==> src/qpd_regs.svh <==
// register indices, field positions, reset values and limits of the pulse divider
// assumes a 32-bit classic wishbone bus; byte address is four times an index
`ifndef QPD_REGS_SVH
`define QPD_REGS_SVH
// register indices (byte address = index * 4)
`define QPD_IDX_DIV 30'h0000731F
`define QPD_IDX_FILT 30'h00007320
`define QPD_IDX_STEP 30'h00007321
`define QPD_IDX_STAT 30'h00007322
// reset values
`define QPD_DIV_RST 16'h0001
`define QPD_FILT_RST 16'h0000
// setting decode and limits
`define QPD_THOUSAND 16'h03E8
`define QPD_M_MIN 16'h0001
`define QPD_M_MAX 16'h0080
`define QPD_N1_LO 16'h03EA
`define QPD_DIV_MAX 16'h0468
`define QPD_FILT_MAX 16'h000F
// step register bits
`define QPD_STEP_UP_BIT 0
`define QPD_STEP_DN_BIT 1
// status register fields
`define QPD_ST_IN_A_BIT 0
`define QPD_ST_IN_B_BIT 1
`define QPD_ST_OUT_A_BIT 2
`define QPD_ST_OUT_B_BIT 3
`define QPD_ST_REJ_BIT 4
`define QPD_ST_ACC_LSB 16
`endif

==> src/qpd_pkg.sv <==
// types shared by the pulse divider modules
// assumes qpd_regs.svh carries every numeric constant
package qpd_pkg;
  // one sample of the two encoder phases
  typedef struct packed {
    logic a;
    logic b;
  } qpd_quad_t;
  // movement seen between two phase samples
  typedef enum logic [1:0] {
    QPD_MOVE_NONE = 2'b00,
    QPD_MOVE_FWD = 2'b01,
    QPD_MOVE_REV = 2'b10,
    QPD_MOVE_BAD = 2'b11
  } qpd_move_t;
endpackage : qpd_pkg

==> src/qpd_glitch_filter.sv <==
// glitch filter for one synchronised phase input
// assumes din_i is already on clk_i (two flops in front of it)
`timescale 1ns/1ps
module qpd_glitch_filter #(
  parameter int CNT_W = 4
) (
  input wire logic clk_i,
  input wire logic rst_i,
  input wire logic din_i,
  input wire logic [CNT_W-1:0] len_i,
  output logic dout_o
);
  initial
  begin
    if (CNT_W < 1) $error("qpd_glitch_filter: CNT_W must be at least 1");
  end

  logic dout_ff; // accepted level
  logic nxt_dout;
  logic [CNT_W-1:0] cnt_ff; // cycles the new level has held
  logic [CNT_W-1:0] nxt_cnt;

  // a change is taken once it has held len_i cycles; zero takes it at once
  always_comb
  begin
    nxt_dout = dout_ff;
    nxt_cnt = '0;
    if (din_i != dout_ff)
    begin
      if (cnt_ff >= len_i)
      begin
        nxt_dout = din_i;
      end
      else
      begin
        nxt_cnt = cnt_ff + 1'b1;
      end
    end
  end

  // registers only
  always_ff @(posedge clk_i)
  begin
    if (rst_i)
    begin
      dout_ff <= 1'b0;
      cnt_ff <= '0;
    end
    else
    begin
      dout_ff <= nxt_dout;
      cnt_ff <= nxt_cnt;
    end
  end

  assign dout_o = dout_ff;
endmodule : qpd_glitch_filter

==> src/qpd_top.sv <==
// quadrature pulse divider: filters A/B phases, divides by M/(1+N), drives A/B out
// assumes a classic wishbone master on clk_i and asynchronous encoder pin inputs
`timescale 1ns/1ps
`include "qpd_regs.svh"
module qpd_top
  import qpd_pkg::*;
#(
  parameter int FILT_W = 4,
  parameter int ACC_W = 10
) (
  input wire logic clk_i,
  input wire logic rst_i,
  // wishbone classic slave
  input wire logic cyc_i,
  input wire logic stb_i,
  input wire logic we_i,
  input wire logic [31:0] adr_i,
  input wire logic [3:0] sel_i,
  input wire logic [31:0] dat_i,
  output logic [31:0] dat_o,
  output logic ack_o,
  // encoder phases in, divided phases out
  input wire logic phase_a_input_i,
  input wire logic phase_b_input_i,
  output logic divided_phase_a_out_o,
  output logic divided_phase_b_out_o
);
  // filter values reach 15 and the accumulator must hold +/-129
  initial
  begin
    if (FILT_W < 4) $error("qpd_top: FILT_W must be at least 4");
    if (ACC_W < 9) $error("qpd_top: ACC_W must be at least 9");
  end

  ////////////////////////////////////////////////////////////////////////
  // input synchronisers and glitch filters
  ////////////////////////////////////////////////////////////////////////
  logic [1:0] pin_raw; // index 1 is phase A, 0 is phase B
  logic [1:0] sync1_ff; // first stage, read only by sync2_ff
  logic [1:0] sync2_ff; // second stage, safe to use
  logic [1:0] filt_bits; // filtered phases
  qpd_quad_t in_q; // filtered phases as a pair
  logic [15:0] filt_ff; // filter setting register
  logic [15:0] div_ff; // division setting register

  assign pin_raw = {phase_a_input_i, phase_b_input_i};

  // two flops per pin before anything looks at the level
  always_ff @(posedge clk_i)
  begin
    if (rst_i)
    begin
      sync1_ff <= 2'h0;
      sync2_ff <= 2'h0;
    end
    else
    begin
      sync1_ff <= pin_raw;
      sync2_ff <= sync1_ff;
    end
  end

  // one filter per phase, both driven by the same setting
  genvar gi;
  generate
    for (gi = 0; gi < 2; gi++)
    begin : g_phase
      qpd_glitch_filter #(
        .CNT_W(FILT_W)
      ) u_filt (
        .clk_i(clk_i),
        .rst_i(rst_i),
        .din_i(sync2_ff[gi]),
        .len_i(filt_ff[FILT_W-1:0]),
        .dout_o(filt_bits[gi])
      );
    end
  endgenerate

  assign in_q = qpd_quad_t'(filt_bits);

  ////////////////////////////////////////////////////////////////////////
  // setting decode
  ////////////////////////////////////////////////////////////////////////
  logic set_n; // thousands digit, 0 or 1
  logic [15:0] set_m_w; // remainder below a thousand
  logic [7:0] set_m; // divisor, 1..128
  logic signed [ACC_W-1:0] step_k; // numerator, 1 or 2
  logic signed [ACC_W-1:0] step_m; // divisor, zero extended

  // value = N*1000 + M; stored values never leave the legal set
  always_comb
  begin
    set_n = (div_ff >= `QPD_THOUSAND);
    set_m_w = set_n ? (div_ff - `QPD_THOUSAND) : div_ff;
    set_m = set_m_w[7:0];
    step_k = set_n ? ACC_W'(2) : ACC_W'(1);
    step_m = ACC_W'(set_m);
  end

  // legal settings: M 1..128 with N=0, or M 2..128 with N=1 (ratio at most one)
  function automatic logic qpd_legal(input logic [15:0] v);
    qpd_legal = ((v >= `QPD_M_MIN) && (v <= `QPD_M_MAX)) ||
                ((v >= `QPD_N1_LO) && (v <= `QPD_DIV_MAX));
  endfunction : qpd_legal

  ////////////////////////////////////////////////////////////////////////
  // wishbone slave and registers
  ////////////////////////////////////////////////////////////////////////
  logic ack_ff; // answer, one cycle after the request is seen
  logic nxt_ack;
  logic [31:0] dat_ff; // read data, stands with ack
  logic [31:0] nxt_dat;
  logic [15:0] nxt_div;
  logic [15:0] nxt_filt;
  logic rej_ff; // last setting or filter write was refused
  logic nxt_rej;
  logic div_chg; // setting changed, restart the accumulator
  logic req; // new request this cycle
  logic [29:0] idx; // word index of the access
  logic [15:0] wr_val; // byte-merged candidate value
  logic [15:0] wr_old; // register the write targets
  logic [15:0] stp_val; // setting after one step
  logic signed [ACC_W-1:0] acc_ff; // pulse accumulator
  logic [1:0] out_idx_ff; // output gray position

  assign req = cyc_i && stb_i && !ack_ff;
  assign idx = adr_i[31:2];

  // one step of the setting, skipping 129..1001 both ways
  always_comb
  begin
    stp_val = div_ff;
    if (dat_i[`QPD_STEP_UP_BIT] && sel_i[0])
    begin
      if (div_ff == `QPD_M_MAX)
      begin
        stp_val = `QPD_N1_LO;
      end
      else if (div_ff != `QPD_DIV_MAX)
      begin
        stp_val = div_ff + 16'h0001;
      end
    end
    else if (dat_i[`QPD_STEP_DN_BIT] && sel_i[0])
    begin
      if (div_ff == `QPD_N1_LO)
      begin
        stp_val = `QPD_M_MAX;
      end
      else if (div_ff != `QPD_M_MIN)
      begin
        stp_val = div_ff - 16'h0001;
      end
    end
  end

  // merge the written byte lanes into the current value
  always_comb
  begin
    wr_old = (idx == `QPD_IDX_FILT) ? filt_ff : div_ff;
    wr_val = wr_old;
    if (sel_i[0])
    begin
      wr_val[7:0] = dat_i[7:0];
    end
    if (sel_i[1])
    begin
      wr_val[15:8] = dat_i[15:8];
    end
  end

  // decode, write and read; unmapped words answer zero and drop writes
  always_comb
  begin
    nxt_ack = req;
    nxt_dat = 32'h00000000;
    nxt_div = div_ff;
    nxt_filt = filt_ff;
    nxt_rej = rej_ff;
    if (req && we_i)
    begin
      case (idx)
        `QPD_IDX_DIV:
        begin
          // out-of-range values are refused and the old one kept
          nxt_rej = !qpd_legal(wr_val);
          if (qpd_legal(wr_val))
          begin
            nxt_div = wr_val;
          end
        end
        `QPD_IDX_FILT:
        begin
          nxt_rej = (wr_val > `QPD_FILT_MAX);
          if (wr_val <= `QPD_FILT_MAX)
          begin
            nxt_filt = wr_val;
          end
        end
        `QPD_IDX_STEP:
        begin
          nxt_div = stp_val;
        end
        default:
        begin
          nxt_div = div_ff; // ignored
        end
      endcase
    end
    else if (req)
    begin
      case (idx)
        `QPD_IDX_DIV: nxt_dat = {16'h0000, div_ff};
        `QPD_IDX_FILT: nxt_dat = {16'h0000, filt_ff};
        `QPD_IDX_STAT:
        begin
          nxt_dat[`QPD_ST_IN_A_BIT] = in_q.a;
          nxt_dat[`QPD_ST_IN_B_BIT] = in_q.b;
          nxt_dat[`QPD_ST_OUT_A_BIT] = out_idx_ff[1];
          nxt_dat[`QPD_ST_OUT_B_BIT] = out_idx_ff[1] ^ out_idx_ff[0];
          nxt_dat[`QPD_ST_REJ_BIT] = rej_ff;
          nxt_dat[`QPD_ST_ACC_LSB +: ACC_W] = acc_ff;
        end
        default: nxt_dat = 32'h00000000;
      endcase
    end
  end

  assign div_chg = (nxt_div != div_ff);

  // bus and register flops
  always_ff @(posedge clk_i)
  begin
    if (rst_i)
    begin
      ack_ff <= 1'b0;
      dat_ff <= 32'h00000000;
      div_ff <= `QPD_DIV_RST;
      filt_ff <= `QPD_FILT_RST;
      rej_ff <= 1'b0;
    end
    else
    begin
      ack_ff <= nxt_ack;
      dat_ff <= nxt_dat;
      div_ff <= nxt_div;
      filt_ff <= nxt_filt;
      rej_ff <= nxt_rej;
    end
  end

  assign ack_o = ack_ff;
  assign dat_o = dat_ff;

  ////////////////////////////////////////////////////////////////////////
  // direction decode, division and output phase generation
  ////////////////////////////////////////////////////////////////////////
  qpd_quad_t prev_ff; // filtered phases one cycle ago
  logic [1:0] pos_now; // gray position of in_q
  logic [1:0] pos_old; // gray position of prev_ff
  qpd_move_t move; // what the input did this cycle
  logic signed [ACC_W-1:0] nxt_acc;
  logic signed [ACC_W-1:0] acc_sum;
  logic [1:0] nxt_out_idx;

  // position 0..3 along 00,01,11,10 (A,B); ascending is forward
  always_comb
  begin
    pos_now = {in_q.a, in_q.a ^ in_q.b};
    pos_old = {prev_ff.a, prev_ff.a ^ prev_ff.b};
    if (pos_now == pos_old)
    begin
      move = QPD_MOVE_NONE;
    end
    else if (pos_now == pos_old + 2'h1)
    begin
      move = QPD_MOVE_FWD;
    end
    else if (pos_now == pos_old - 2'h1)
    begin
      move = QPD_MOVE_REV;
    end
    else
    begin
      // both phases jumped at once: direction unknown, count nothing
      move = QPD_MOVE_BAD;
    end
  end

  // each forward input edge adds the numerator and each reverse one subtracts it; reaching +/-M gives one output edge,
  // so output pulses per input pulse equal (1+N)/M for every filtered input edge that moves one phase at a time
  always_comb
  begin
    nxt_acc = acc_ff;
    nxt_out_idx = out_idx_ff;
    acc_sum = acc_ff;
    case (move)
      QPD_MOVE_FWD:
      begin
        acc_sum = acc_ff + step_k;
        if (acc_sum >= step_m)
        begin
          nxt_acc = acc_sum - step_m;
          nxt_out_idx = out_idx_ff + 2'h1;
        end
        else
        begin
          nxt_acc = acc_sum;
        end
      end
      QPD_MOVE_REV:
      begin
        acc_sum = acc_ff - step_k;
        if (acc_sum <= -step_m)
        begin
          nxt_acc = acc_sum + step_m;
          nxt_out_idx = out_idx_ff - 2'h1;
        end
        else
        begin
          nxt_acc = acc_sum;
        end
      end
      default:
      begin
        nxt_acc = acc_ff;
      end
    endcase
    // a new divisor restarts the count so the remainder stays in range
    if (div_chg)
    begin
      nxt_acc = '0;
    end
  end

  // divider flops
  always_ff @(posedge clk_i)
  begin
    if (rst_i)
    begin
      prev_ff <= '0;
      acc_ff <= '0;
      out_idx_ff <= 2'h0;
    end
    else
    begin
      prev_ff <= in_q;
      acc_ff <= nxt_acc;
      out_idx_ff <= nxt_out_idx;
    end
  end

  // gray position back to phases, same order as the input decode
  assign divided_phase_a_out_o = out_idx_ff[1];
  assign divided_phase_b_out_o = out_idx_ff[1] ^ out_idx_ff[0];
endmodule : qpd_top

==> config.mk <==
export PLATFORM = sky130hd
export DESIGN_NAME = qpd_top
export DESIGN_NICKNAME = d
export VERILOG_FILES = /design/src/qpd_pkg.sv /design/src/qpd_glitch_filter.sv /design/src/qpd_top.sv
export VERILOG_INCLUDE_DIRS = /design/src /design/src/src
export SDC_FILE = /design/constraint.sdc
export NUM_CORES = 1
export LEC_CHECK = 0
export ABC_AREA = 1
export BUFFER_PORTS_ARGS = -buffer_cell sky130_fd_sc_hd__buf_2
export CAP_MARGIN = 20
export CORE_MARGIN = 4
export CORE_UTILIZATION = 55
export CTS_CLUSTER_DIAMETER = 120
export CTS_CLUSTER_SIZE = 20
export DETAILED_ROUTE_END_ITERATION = 6
export PLACE_DENSITY = 0.77
export SETUP_SLACK_MARGIN = 0.2
export SLEW_MARGIN = 40
export SYNTH_ARGS = -nofsm -noshare
export SYNTH_HDL_FRONTEND = slang
export SYNTH_SLANG_ARGS = --single-unit
export TNS_END_PERCENT = 20
==> constraint.sdc <==
create_clock -name clk_i -period 6.1 [get_ports clk_i]
set_clock_uncertainty 0.15 [all_clocks]
set_input_delay 0.61 -clock clk_i [delete_from_list [all_inputs] [get_ports clk_i]]
set_output_delay 0.61 -clock clk_i [all_outputs]
set_load 0.01 [all_outputs]
==> results_dict.tcl, run 1 <==
set metrics [dict create \
    status "complete, no violations" \
    initial_core_util_pct 56.15 \
    timing.rr.end "acc_ff[2]$_SDFFE_PP0P_" \
    netlist_top_cells_area "dfxtp_1, nand2_1, nand3_1, ha_1, inv_1" \
    hold_class "reg -> reg" \
    rsz0062_at_grt "no" \
    grt-ovfl-total 0 \
    min_period_ns 5.255 \
    power_mw 2.608 \
    hpwl_mm 16.70 \
    worst-r2r-cell-count 25 \
    area_delta_synth_final_pct 10.69 \
    firstDrtPassIters 5 \
    coreArea_um2 13880 \
    postCtsHoldBufs 0 \
    whs_ns 0.2559 \
    fin_nets 1431 \
    track_usage_pct 27.01 \
    port_buffers 83 \
    synth_area_leader_cell "dfxtp_1" \
    clk_pin_slew_ns 0.07 \
    ys_seq_area_share_pct 22.60 \
    p_leak_nw 4.142 \
    yosys_warnings 0 \
    setup_slack_ns 0.8447 \
    drt_iter0_markers 752 \
    h-tree-depth 3 \
    vias_per_cell 5.584 \
    hold_path_end "sync2_ff[0]$_SDFF_PP0_" \
    synthCells 1238 \
    crit_type "reg -> reg" \
    antenna_found_initial 0 \
    slew_viol_final 0 \
    crit_path_end_kind "register" \
    final_antenna_net_count 0 \
    wire_per_inst_um 14.70 \
    worstPathBufferInverterCount 3 \
    clk_latency_ns 0.35 \
    crit_slowest_cell "a21oi_2" \
    cts_resized 0 \
    grt_pass1_vias 7695 \
    netlist_area_um2 7794 \
    cts_tree "done" \
    grt_max_degree 44 \
    die_area_um2 16140 \
    synth_edf_count 0 \
    synthArstFlopShare_pct 0 \
    final_hold_viol_count 0 \
    drive_gt1_share_pct 14.36 \
    setup_viol 0 \
    hp-start "sync1_ff[0]$_SDFF_PP0_" \
    ys_ff_latch 88 \
    post_cts_buffers 0 \
    synth_top_area_share_pct 22.60 \
    place.gp.congestion 0.9645 \
    pre_cts_slack_ns 0.7126 \
    grt_pass1_wl_mm 36.31 \
    n_antenna_cell 0 \
    cts_made_buffers 9 \
    drc 0 \
    relSlewSlack_pct 47.80 \
    synthTopCellsByCount "nand2_1, inv_1, nand3_1, nor2_1, dfxtp_1" \
    timing.reg2reg.setup_slack_ns 0.84 \
    tightestPinTransition_ns 0.7831 \
    yosysUniqueCellTypes 54 \
    critPathMaxStageDelay_ns 0.38 \
    cap_violations 0 \
    io_pins 110 \
    avgSynthCellArea_um2 6.295 \
    max_freq_mhz 190.3 \
    die_h_um 127.0 \
    crit_path_frequent_cell "nand2_1" \
    critPathRequiredTime_ns 6.20 \
    cts_sinks 88 \
    ys.flop_type "dfxtp_1" \
    root_buffer "clkbuf_16" \
    synth_most_common_cell "nand2_1" \
    wl_mm 21.89 \
    via_count 8315 \
    peakVddDrop_mv 0.1974 \
    path_max_fanout 7 \
    finalCritPeriodShare_pct 86.15 \
    r2r_start "div_ff[12]$_SDFF_PP0_" \
    cp_top_family "simple AND/OR/NAND/NOR gates" \
    cts_buffer_depth 2 \
    rows 43 \
    power_density_nw_per_um2 302.3 \
    worstPathArrival_ns 5.35 \
    die_x_um 127.0 \
    min_path_cells 2 \
    crit_path_start_kind "register" \
    fin_setup_tns_ns 0 \
]
power by group:
| group | total [mW] | internal (mW) | switching [mW] |
|---|---|---|---|
| registers | 0.648 | 0.608 | 0.0404 |
| logic | 1.38 | 0.518 | 0.865 |
| clock network | 0.576 | 0.333 | 0.243 |
worst max path at each step:
stage	startpoint	to	slack, ns	depth (start not counted)
finish	div_ff[12]$_SDFF_PP0_	acc_ff[2]$_SDFFE_PP0P_	0.84	25
global placement	div_ff[12]$_SDFF_PP0_	acc_ff[6]$_SDFFE_PP0P_	0.89	25
detailed placement	div_ff[12]$_SDFF_PP0_	acc_ff[2]$_SDFFE_PP0P_	0.71	25
CTS	div_ff[12]$_SDFF_PP0_	acc_ff[2]$_SDFFE_PP0P_	0.64	25
global route	div_ff[12]$_SDFF_PP0_	acc_ff[2]$_SDFFE_PP0P_	0.34	25
floorplan	div_ff[15]$_SDFF_PP0_	acc_ff[9]$_SDFFE_PP0P_	1.64	27
final cells by class:
| class | instances | area (um2) |
|---|---|---|
| clock buffers | 11 | 242.7 |
| clock inverters | 5 | 63.81 |
| inverters | 166 | 623.1 |
| repair buffers | 100 | 543.0 |
| multi-input cells | 939 | 5167 |
| fillers | 1343 | 5254 |
| flip-flops and latches | 88 | 1762 |
| well taps | 180 | 225.2 |
sequential cells by signal, indices dropped and copies added (netlist names):
| register | count |
|---|---|
| g_phase.u_filt.cnt_ff | 8 |
| filt_ff | 16 |
| pos_old | 1 |
| ack_o | 1 |
| sync2_ff | 2 |
| rej_ff | 1 |
| dat_o | 26 |
| g_phase.u_filt.dout_o | 2 |
| prev_ff | 1 |
| div_ff | 16 |
| acc_ff | 10 |
| sync1_ff | 2 |
| out_idx_ff | 2 |
layer usage:
layer  GRT usage, %  wire length [um]  part of all wire, %  vias to the layer above
met5              0                 0                    0                        -
met2          45.45             10100                   46                      366
li1               -                 -                    -                     4164
met4          12.18               816                  3.7                        0
met1          33.60              9170                   42                     3711
met3          5.059              1800                  8.2                       74
kinds of logic (layout without fill, tap and decap cells):
family,count (synthesis),in the layout,share of synthesized area (%)
AO/OA/AOI/OAI,182,182,13.55
AND/OR/NAND/NOR,645,645,37.58
flip-flops,88,88,22.60
buffers and inverters,216,282,11.38
XOR/XNOR,52,52,5.844
multiplexers,2,2,0.2569
other,1,6,0.04812
adder cells (fa/ha/maj),52,52,8.733
per-stage QoR:
stage	util [%]	instance area (um2)	cells
CTS	62.12	8623	1489
finish	62.15	8627	1489
detailed placement	59.92	8317	1473
floorplan	-	7812	1243
global route	62.15	8627	1489
global placement	59.92	8317	1473
tightest hold or removal path: stages (launching register included):
cell and delay (ns):
dfxtp_1 0.30, inv_1 0.04, nor2_1 0.03
layout by cell type, fill, tap and decap left out, drive strengths merged, types with 6 or more instances in the layout:
master,n
nor3b,11
xnor2,10
o221ai,7
nor3,15
clkinv,8
nand3,147
conb,6
a21oi,71
or2,14
dfxtp,88
o211ai,6
nand2,275
o21ai,65
xor2,42
nand4,17
nor4,8
clkbuf,11
a211oi,7
buf,100
ha,48
inv,162
a31oi,8
nor2,155
Power figures use the tool's default switching activity.
==> inputs of run 2 (changes only) <==
CELL_PAD_IN_SITES_DETAIL_PLACEMENT = 1   (was not set)
CELL_PAD_IN_SITES_GLOBAL_PLACEMENT = 2   (was not set)
CORE_UTILIZATION = 32   (was 55)
CTS_BUF_LIST = sky130_fd_sc_hd__clkbuf_4 sky130_fd_sc_hd__clkbuf_8 sky130_fd_sc_hd__clkbuf_16   (was not set)
PLACE_DENSITY = not set   (was 0.77)
PLACE_DENSITY_LB_ADDON = 0.1   (was not set)
SKIP_CTS_REPAIR_TIMING = 1   (was not set)
==> results_dict.tcl, run 2 (synthesized netlist as in run 1, its figures left out) <==
set metrics [dict create \
    die_h_um 164.1 \
    crit_type "reg -> reg" \
    p_clk_share_pct 23.6 \
    die_x_um 164.1 \
    switching_share_pct 44.80 \
    slew_viol_final 0 \
    antenna_found_initial 0 \
    cts_buffer_depth 2 \
    clk_latency_ns 0.36 \
    fin_setup_tns_ns 0 \
    grt-ovfl-total 0 \
    cts_tree "done" \
    area_delta_synth_final_pct 13.50 \
    hpwl_mm 22.05 \
    root_buffer "clkbuf_16" \
    io_pins 110 \
    whs_ns 0.2611 \
    p_switching_mw 1.215 \
    initial_core_util_pct 32.91 \
    rows 56 \
    power_density_nw_per_um2 306.5 \
    drive_gt1_share_pct 14.49 \
    grt_pass1_vias 8358 \
    critPathRequiredTime_ns 6.20 \
    power_mw 2.711 \
    multi_input_area_um2 5164 \
    p_int_mw 1.496 \
    worstPathArrival_ns 5.25 \
    vias_per_cell 4.998 \
    firstDrtPassIters 5 \
    crit_path_start_kind "register" \
    peakVddDrop_mv 0.1521 \
    setup_viol 0 \
    relSlewSlack_pct 55.09 \
    drc 0 \
    regArea_um2 1762 \
    final_cell_mix "nand2_1, inv_1, nand3_1" \
    grt_pass1_wl_mm 44.85 \
    crit_path_end_kind "register" \
    cts_sinks 88 \
    grt_max_degree 43 \
    min_period_ns 5.150 \
    die_area_um2 26920 \
    p_leak_nw 4.160 \
    cap_violations 0 \
    tightestPinTransition_ns 0.6726 \
    drt_iter0_markers 296 \
    max_freq_mhz 194.2 \
    port_buffers 83 \
    status "complete, no violations" \
    combPwrFrac_pct 52.4 \
    rsz0062_at_grt "no" \
    seqPwrFrac_pct 23.9 \
    wire_per_inst_um 17.14 \
    cts_made_buffers 9 \
    hold_class "reg -> reg" \
    h-tree-depth 3 \
    wl_mm 27.94 \
    n_antenna_cell 0 \
    final_hold_viol_count 0 \
    path_max_fanout 5 \
    finalCritPeriodShare_pct 84.43 \
    via_count 8147 \
    final_common_cell "nand2_1" \
    final_antenna_net_count 0 \
    fin_nets 1433 \
    clk_pin_slew_ns 0.07 \
    track_usage_pct 21.01 \
    n_fill_cell 3208 \
    largest_register_ffs 26 \
    place.gp.congestion 0.8130 \
    coreArea_um2 23680 \
]
==> run 2: cell count changes in the layout (fill, tap and decap cells not counted), sizes merged <==
cell,delta
clkbuf,-2
bufinv,+1
clkinvlp,+1
clkinv,-1
buf,+2
inv,+1
==> run 2: critical path: stages, from the launching register on <==
cell and delay [ns]:
dfxtp_1 0.31, nor2_1 0.29, inv_1 0.11, nor2_1 0.27
inv_1 0.12, a21oi_1 0.23, inv_1 0.17, ha_1 0.32
or3_1 0.33, nand2_1 0.08, xor2_1 0.34, ha_1 0.32
a21oi_1 0.17, o21a_1 0.14, o21ai_0 0.10, a21o_1 0.18
a21oi_1 0.11, o21ai_0 0.08, nand2_1 0.19, inv_1 0.13
nor2_1 0.38, nand2_1 0.12, o221ai_1 0.09, a211oi_1 0.07
a21oi_1 0.17, nor2_2 0.05
==> run 2: power groups by stage <==
stage	Combinational [mW]	Sequential, mW	Clock (mW)
after floorplan	1.07	0.644	0
after CTS	1.43	0.649	0.658
final	1.42	0.649	0.641
after global routing	1.60	0.656	0.680
after global placement	1.40	0.660	0
after detailed placement	1.42	0.662	0
==> run 2: per-stage QoR <==
step	cell area (um2)	utilization, %	setup slack (ns)	cells
after detailed placement	8508	35.93	0.9656	1614
final	8846	37.35	0.9499	1630
after global routing	8846	37.35	0.4289	1630
after global placement	8506	35.92	1.092	1614
after floorplan	7812	-	1.641	1243
after CTS	8846	37.35	0.9348	1630
==> run 2: worst paths after layout <==
path	startpoint	end	slack, ns	cells after the start
setup / recovery	div_ff[11]$_SDFF_PP0_	acc_ff[2]$_SDFFE_PP0P_	0.95	25
hold / removal	sync1_ff[0]$_SDFF_PP0_	sync2_ff[0]$_SDFF_PP0_	0.26	2
setup reg to reg	div_ff[11]$_SDFF_PP0_	acc_ff[2]$_SDFFE_PP0P_	0.95	25
hold reg to reg	sync1_ff[0]$_SDFF_PP0_	sync2_ff[0]$_SDFF_PP0_	0.26	2
==> run 2: per-layer routing <==
metal | track usage (%) | wire (um)
met3 | 2.760 | 679
met2 | 37.87 | 13840
met1 | 27.16 | 13150
met5 | 0 | 0
met4 | 3.355 | 267
==> run 2: final cells by class <==
type / count / share of cell area, %
multi-input cells: 939 / 58.37
inverters: 166 / 7.044
clock inverters: 7 / 1.273
well taps: 319 / 4.512
flip-flops and latches: 88 / 19.92
repair buffers: 102 / 6.337
clock buffers: 9 / 2.546
==> inputs of run 3 (changes only) <==
clock period = 5.16 ns   (was 6.1 ns; I/O delays follow)
==> results_dict.tcl, run 3 (synthesized netlist as in run 1, its figures left out) <==
set metrics [dict create \
    die_area_um2 26920 \
    power_density_nw_per_um2 361.7 \
    port_buffers 83 \
    place.gp.congestion 0.8172 \
    critPathRequiredTime_ns 5.30 \
    grt_pass1_vias 8515 \
    fin_nets 1443 \
    cts_made_buffers 9 \
    cts_tree "done" \
    min_period_ns 4.600 \
    die_h_um 164.1 \
    final_cell_mix "nand2_1, inv_1, nand3_1" \
    wl_mm 27.84 \
    tightestPinTransition_ns 0.7013 \
    io_pins 110 \
    h-tree-depth 3 \
    hpwl_mm 22.34 \
    peakVddDrop_mv 0.1791 \
    p_leak_nw 4.212 \
    grt-ovfl-total 0 \
    rsz0062_at_grt "no" \
    cts_buffer_depth 2 \
    area_delta_synth_final_pct 14.98 \
    worstPathArrival_ns 4.74 \
    crit_type "reg -> reg" \
    n_antenna_cell 0 \
    rows 56 \
    firstDrtPassIters 4 \
    max_freq_mhz 217.4 \
    die_x_um 164.1 \
    hold_class "in -> reg" \
    relSlewSlack_pct 52.82 \
    n_fill_cell 3185 \
    track_usage_pct 21.02 \
    clk_latency_ns 0.35 \
    cap_violations 0 \
    crit_path_end_kind "register" \
    slew_viol_final 0 \
    final_hold_viol_count 0 \
    setup_viol 0 \
    power_mw 3.242 \
    clk_pin_slew_ns 0.07 \
    via_count 8173 \
    grt_max_degree 43 \
    status "complete, no violations" \
    final_common_cell "nand2_1" \
    crit_path_start_kind "register" \
    fin_setup_tns_ns 0 \
    largest_register_ffs 26 \
    vias_per_cell 4.987 \
    drive_gt1_share_pct 15.83 \
    cts_sinks 88 \
    root_buffer "clkbuf_16" \
    initial_core_util_pct 32.91 \
    drc 0 \
    place_area_um2 8583 \
    grt_pass1_wl_mm 44.94 \
    postLayoutCellArea_um2 8961 \
    wire_per_inst_um 16.99 \
    drt_iter0_markers 280 \
    coreArea_um2 23680 \
    antenna_found_initial 0 \
    finalCritPeriodShare_pct 89.15 \
    final_antenna_net_count 0 \
    path_max_fanout 6 \
]
-- run 3: changes by cell type in the layout (fill, tap and decap cells not counted), moves of 2 or more --
cell / delta
buf_4: +10
nor2_1: -5
nor2_2: +4
ha_1: -2
-- run 3: worst paths after layout --
path / end / cells after the start / start / slack (ns)
max: acc_ff[2]$_SDFFE_PP0P_ / 24 / div_ff[4]$_SDFF_PP0_ / 0.56
min: sync1_ff[0]$_SDFF_PP0_ / 3 / phase_b_input_i / 0.21
max reg2reg: acc_ff[2]$_SDFFE_PP0P_ / 24 / div_ff[4]$_SDFF_PP0_ / 0.56
min reg2reg: sync2_ff[0]$_SDFF_PP0_ / 2 / sync1_ff[0]$_SDFF_PP0_ / 0.26
-- run 3: final cells by class --
| cell class | count | area [um2] | share of cell area, % |
|---|---|---|---|
| flip-flops and latches | 88 | 1762 | 19.66 |
| repair buffers | 112 | 635.6 | 7.093 |
| well taps | 319 | 399.1 | 4.454 |
| clock inverters | 5 | 87.58 | 0.9774 |
| inverters | 166 | 623.1 | 6.953 |
| clock buffers | 10 | 239.0 | 2.667 |
| multi-input cells | 939 | 5215 | 58.20 |
-- run 3: critical path, cell delays in order (launching register included) --
cell and delay, ns:
dfxtp_1 0.51, inv_1 0.10, a21oi_1 0.29, a21oi_4 0.11
buf_4 0.17, ha_1 0.20, fa_1 0.41, xnor2_1 0.30
inv_1 0.12, ha_1 0.30, nand2_1 0.07, o21a_1 0.19
o21ai_0 0.16, a21o_1 0.13, a21oi_1 0.05, o21ai_0 0.14
nand2_1 0.16, inv_1 0.14, nor2_1 0.05, buf_4 0.17
nand2_1 0.05, o221ai_1 0.09, a211oi_1 0.23, a21oi_1 0.08
nor2_2 0.12
-- run 3: metrics by stage --
step | worst slack, ns | cells | hold WS (ns) | utilization (%)
after global routing | 0.2133 | 1639 | 0.2182 | 37.84
after detailed placement | 0.1440 | 1624 | 0.2527 | 36.24
after global placement | 0.2763 | 1624 | 0.2407 | 36.23
final | 0.5598 | 1639 | 0.2129 | 37.84
after floorplan | 0.7012 | 1243 | 0.2383 | -
after CTS | 0.09454 | 1639 | 0.2097 | 37.62
-- run 3: where the power goes --
part	internal, mW	switching [mW]
combinational	0.655	1.08
sequential	0.719	0.0474
clock	0.441	0.302
-- run 3: per-layer routing --
layer  track usage [%]  up-vias  routed length, um
met2             38.29      105              13890
li1                  -     4183                  -
met3             2.760       27                770
met4             3.584        0                345
met5                 0        -                  0
met1             26.75     3858              12840
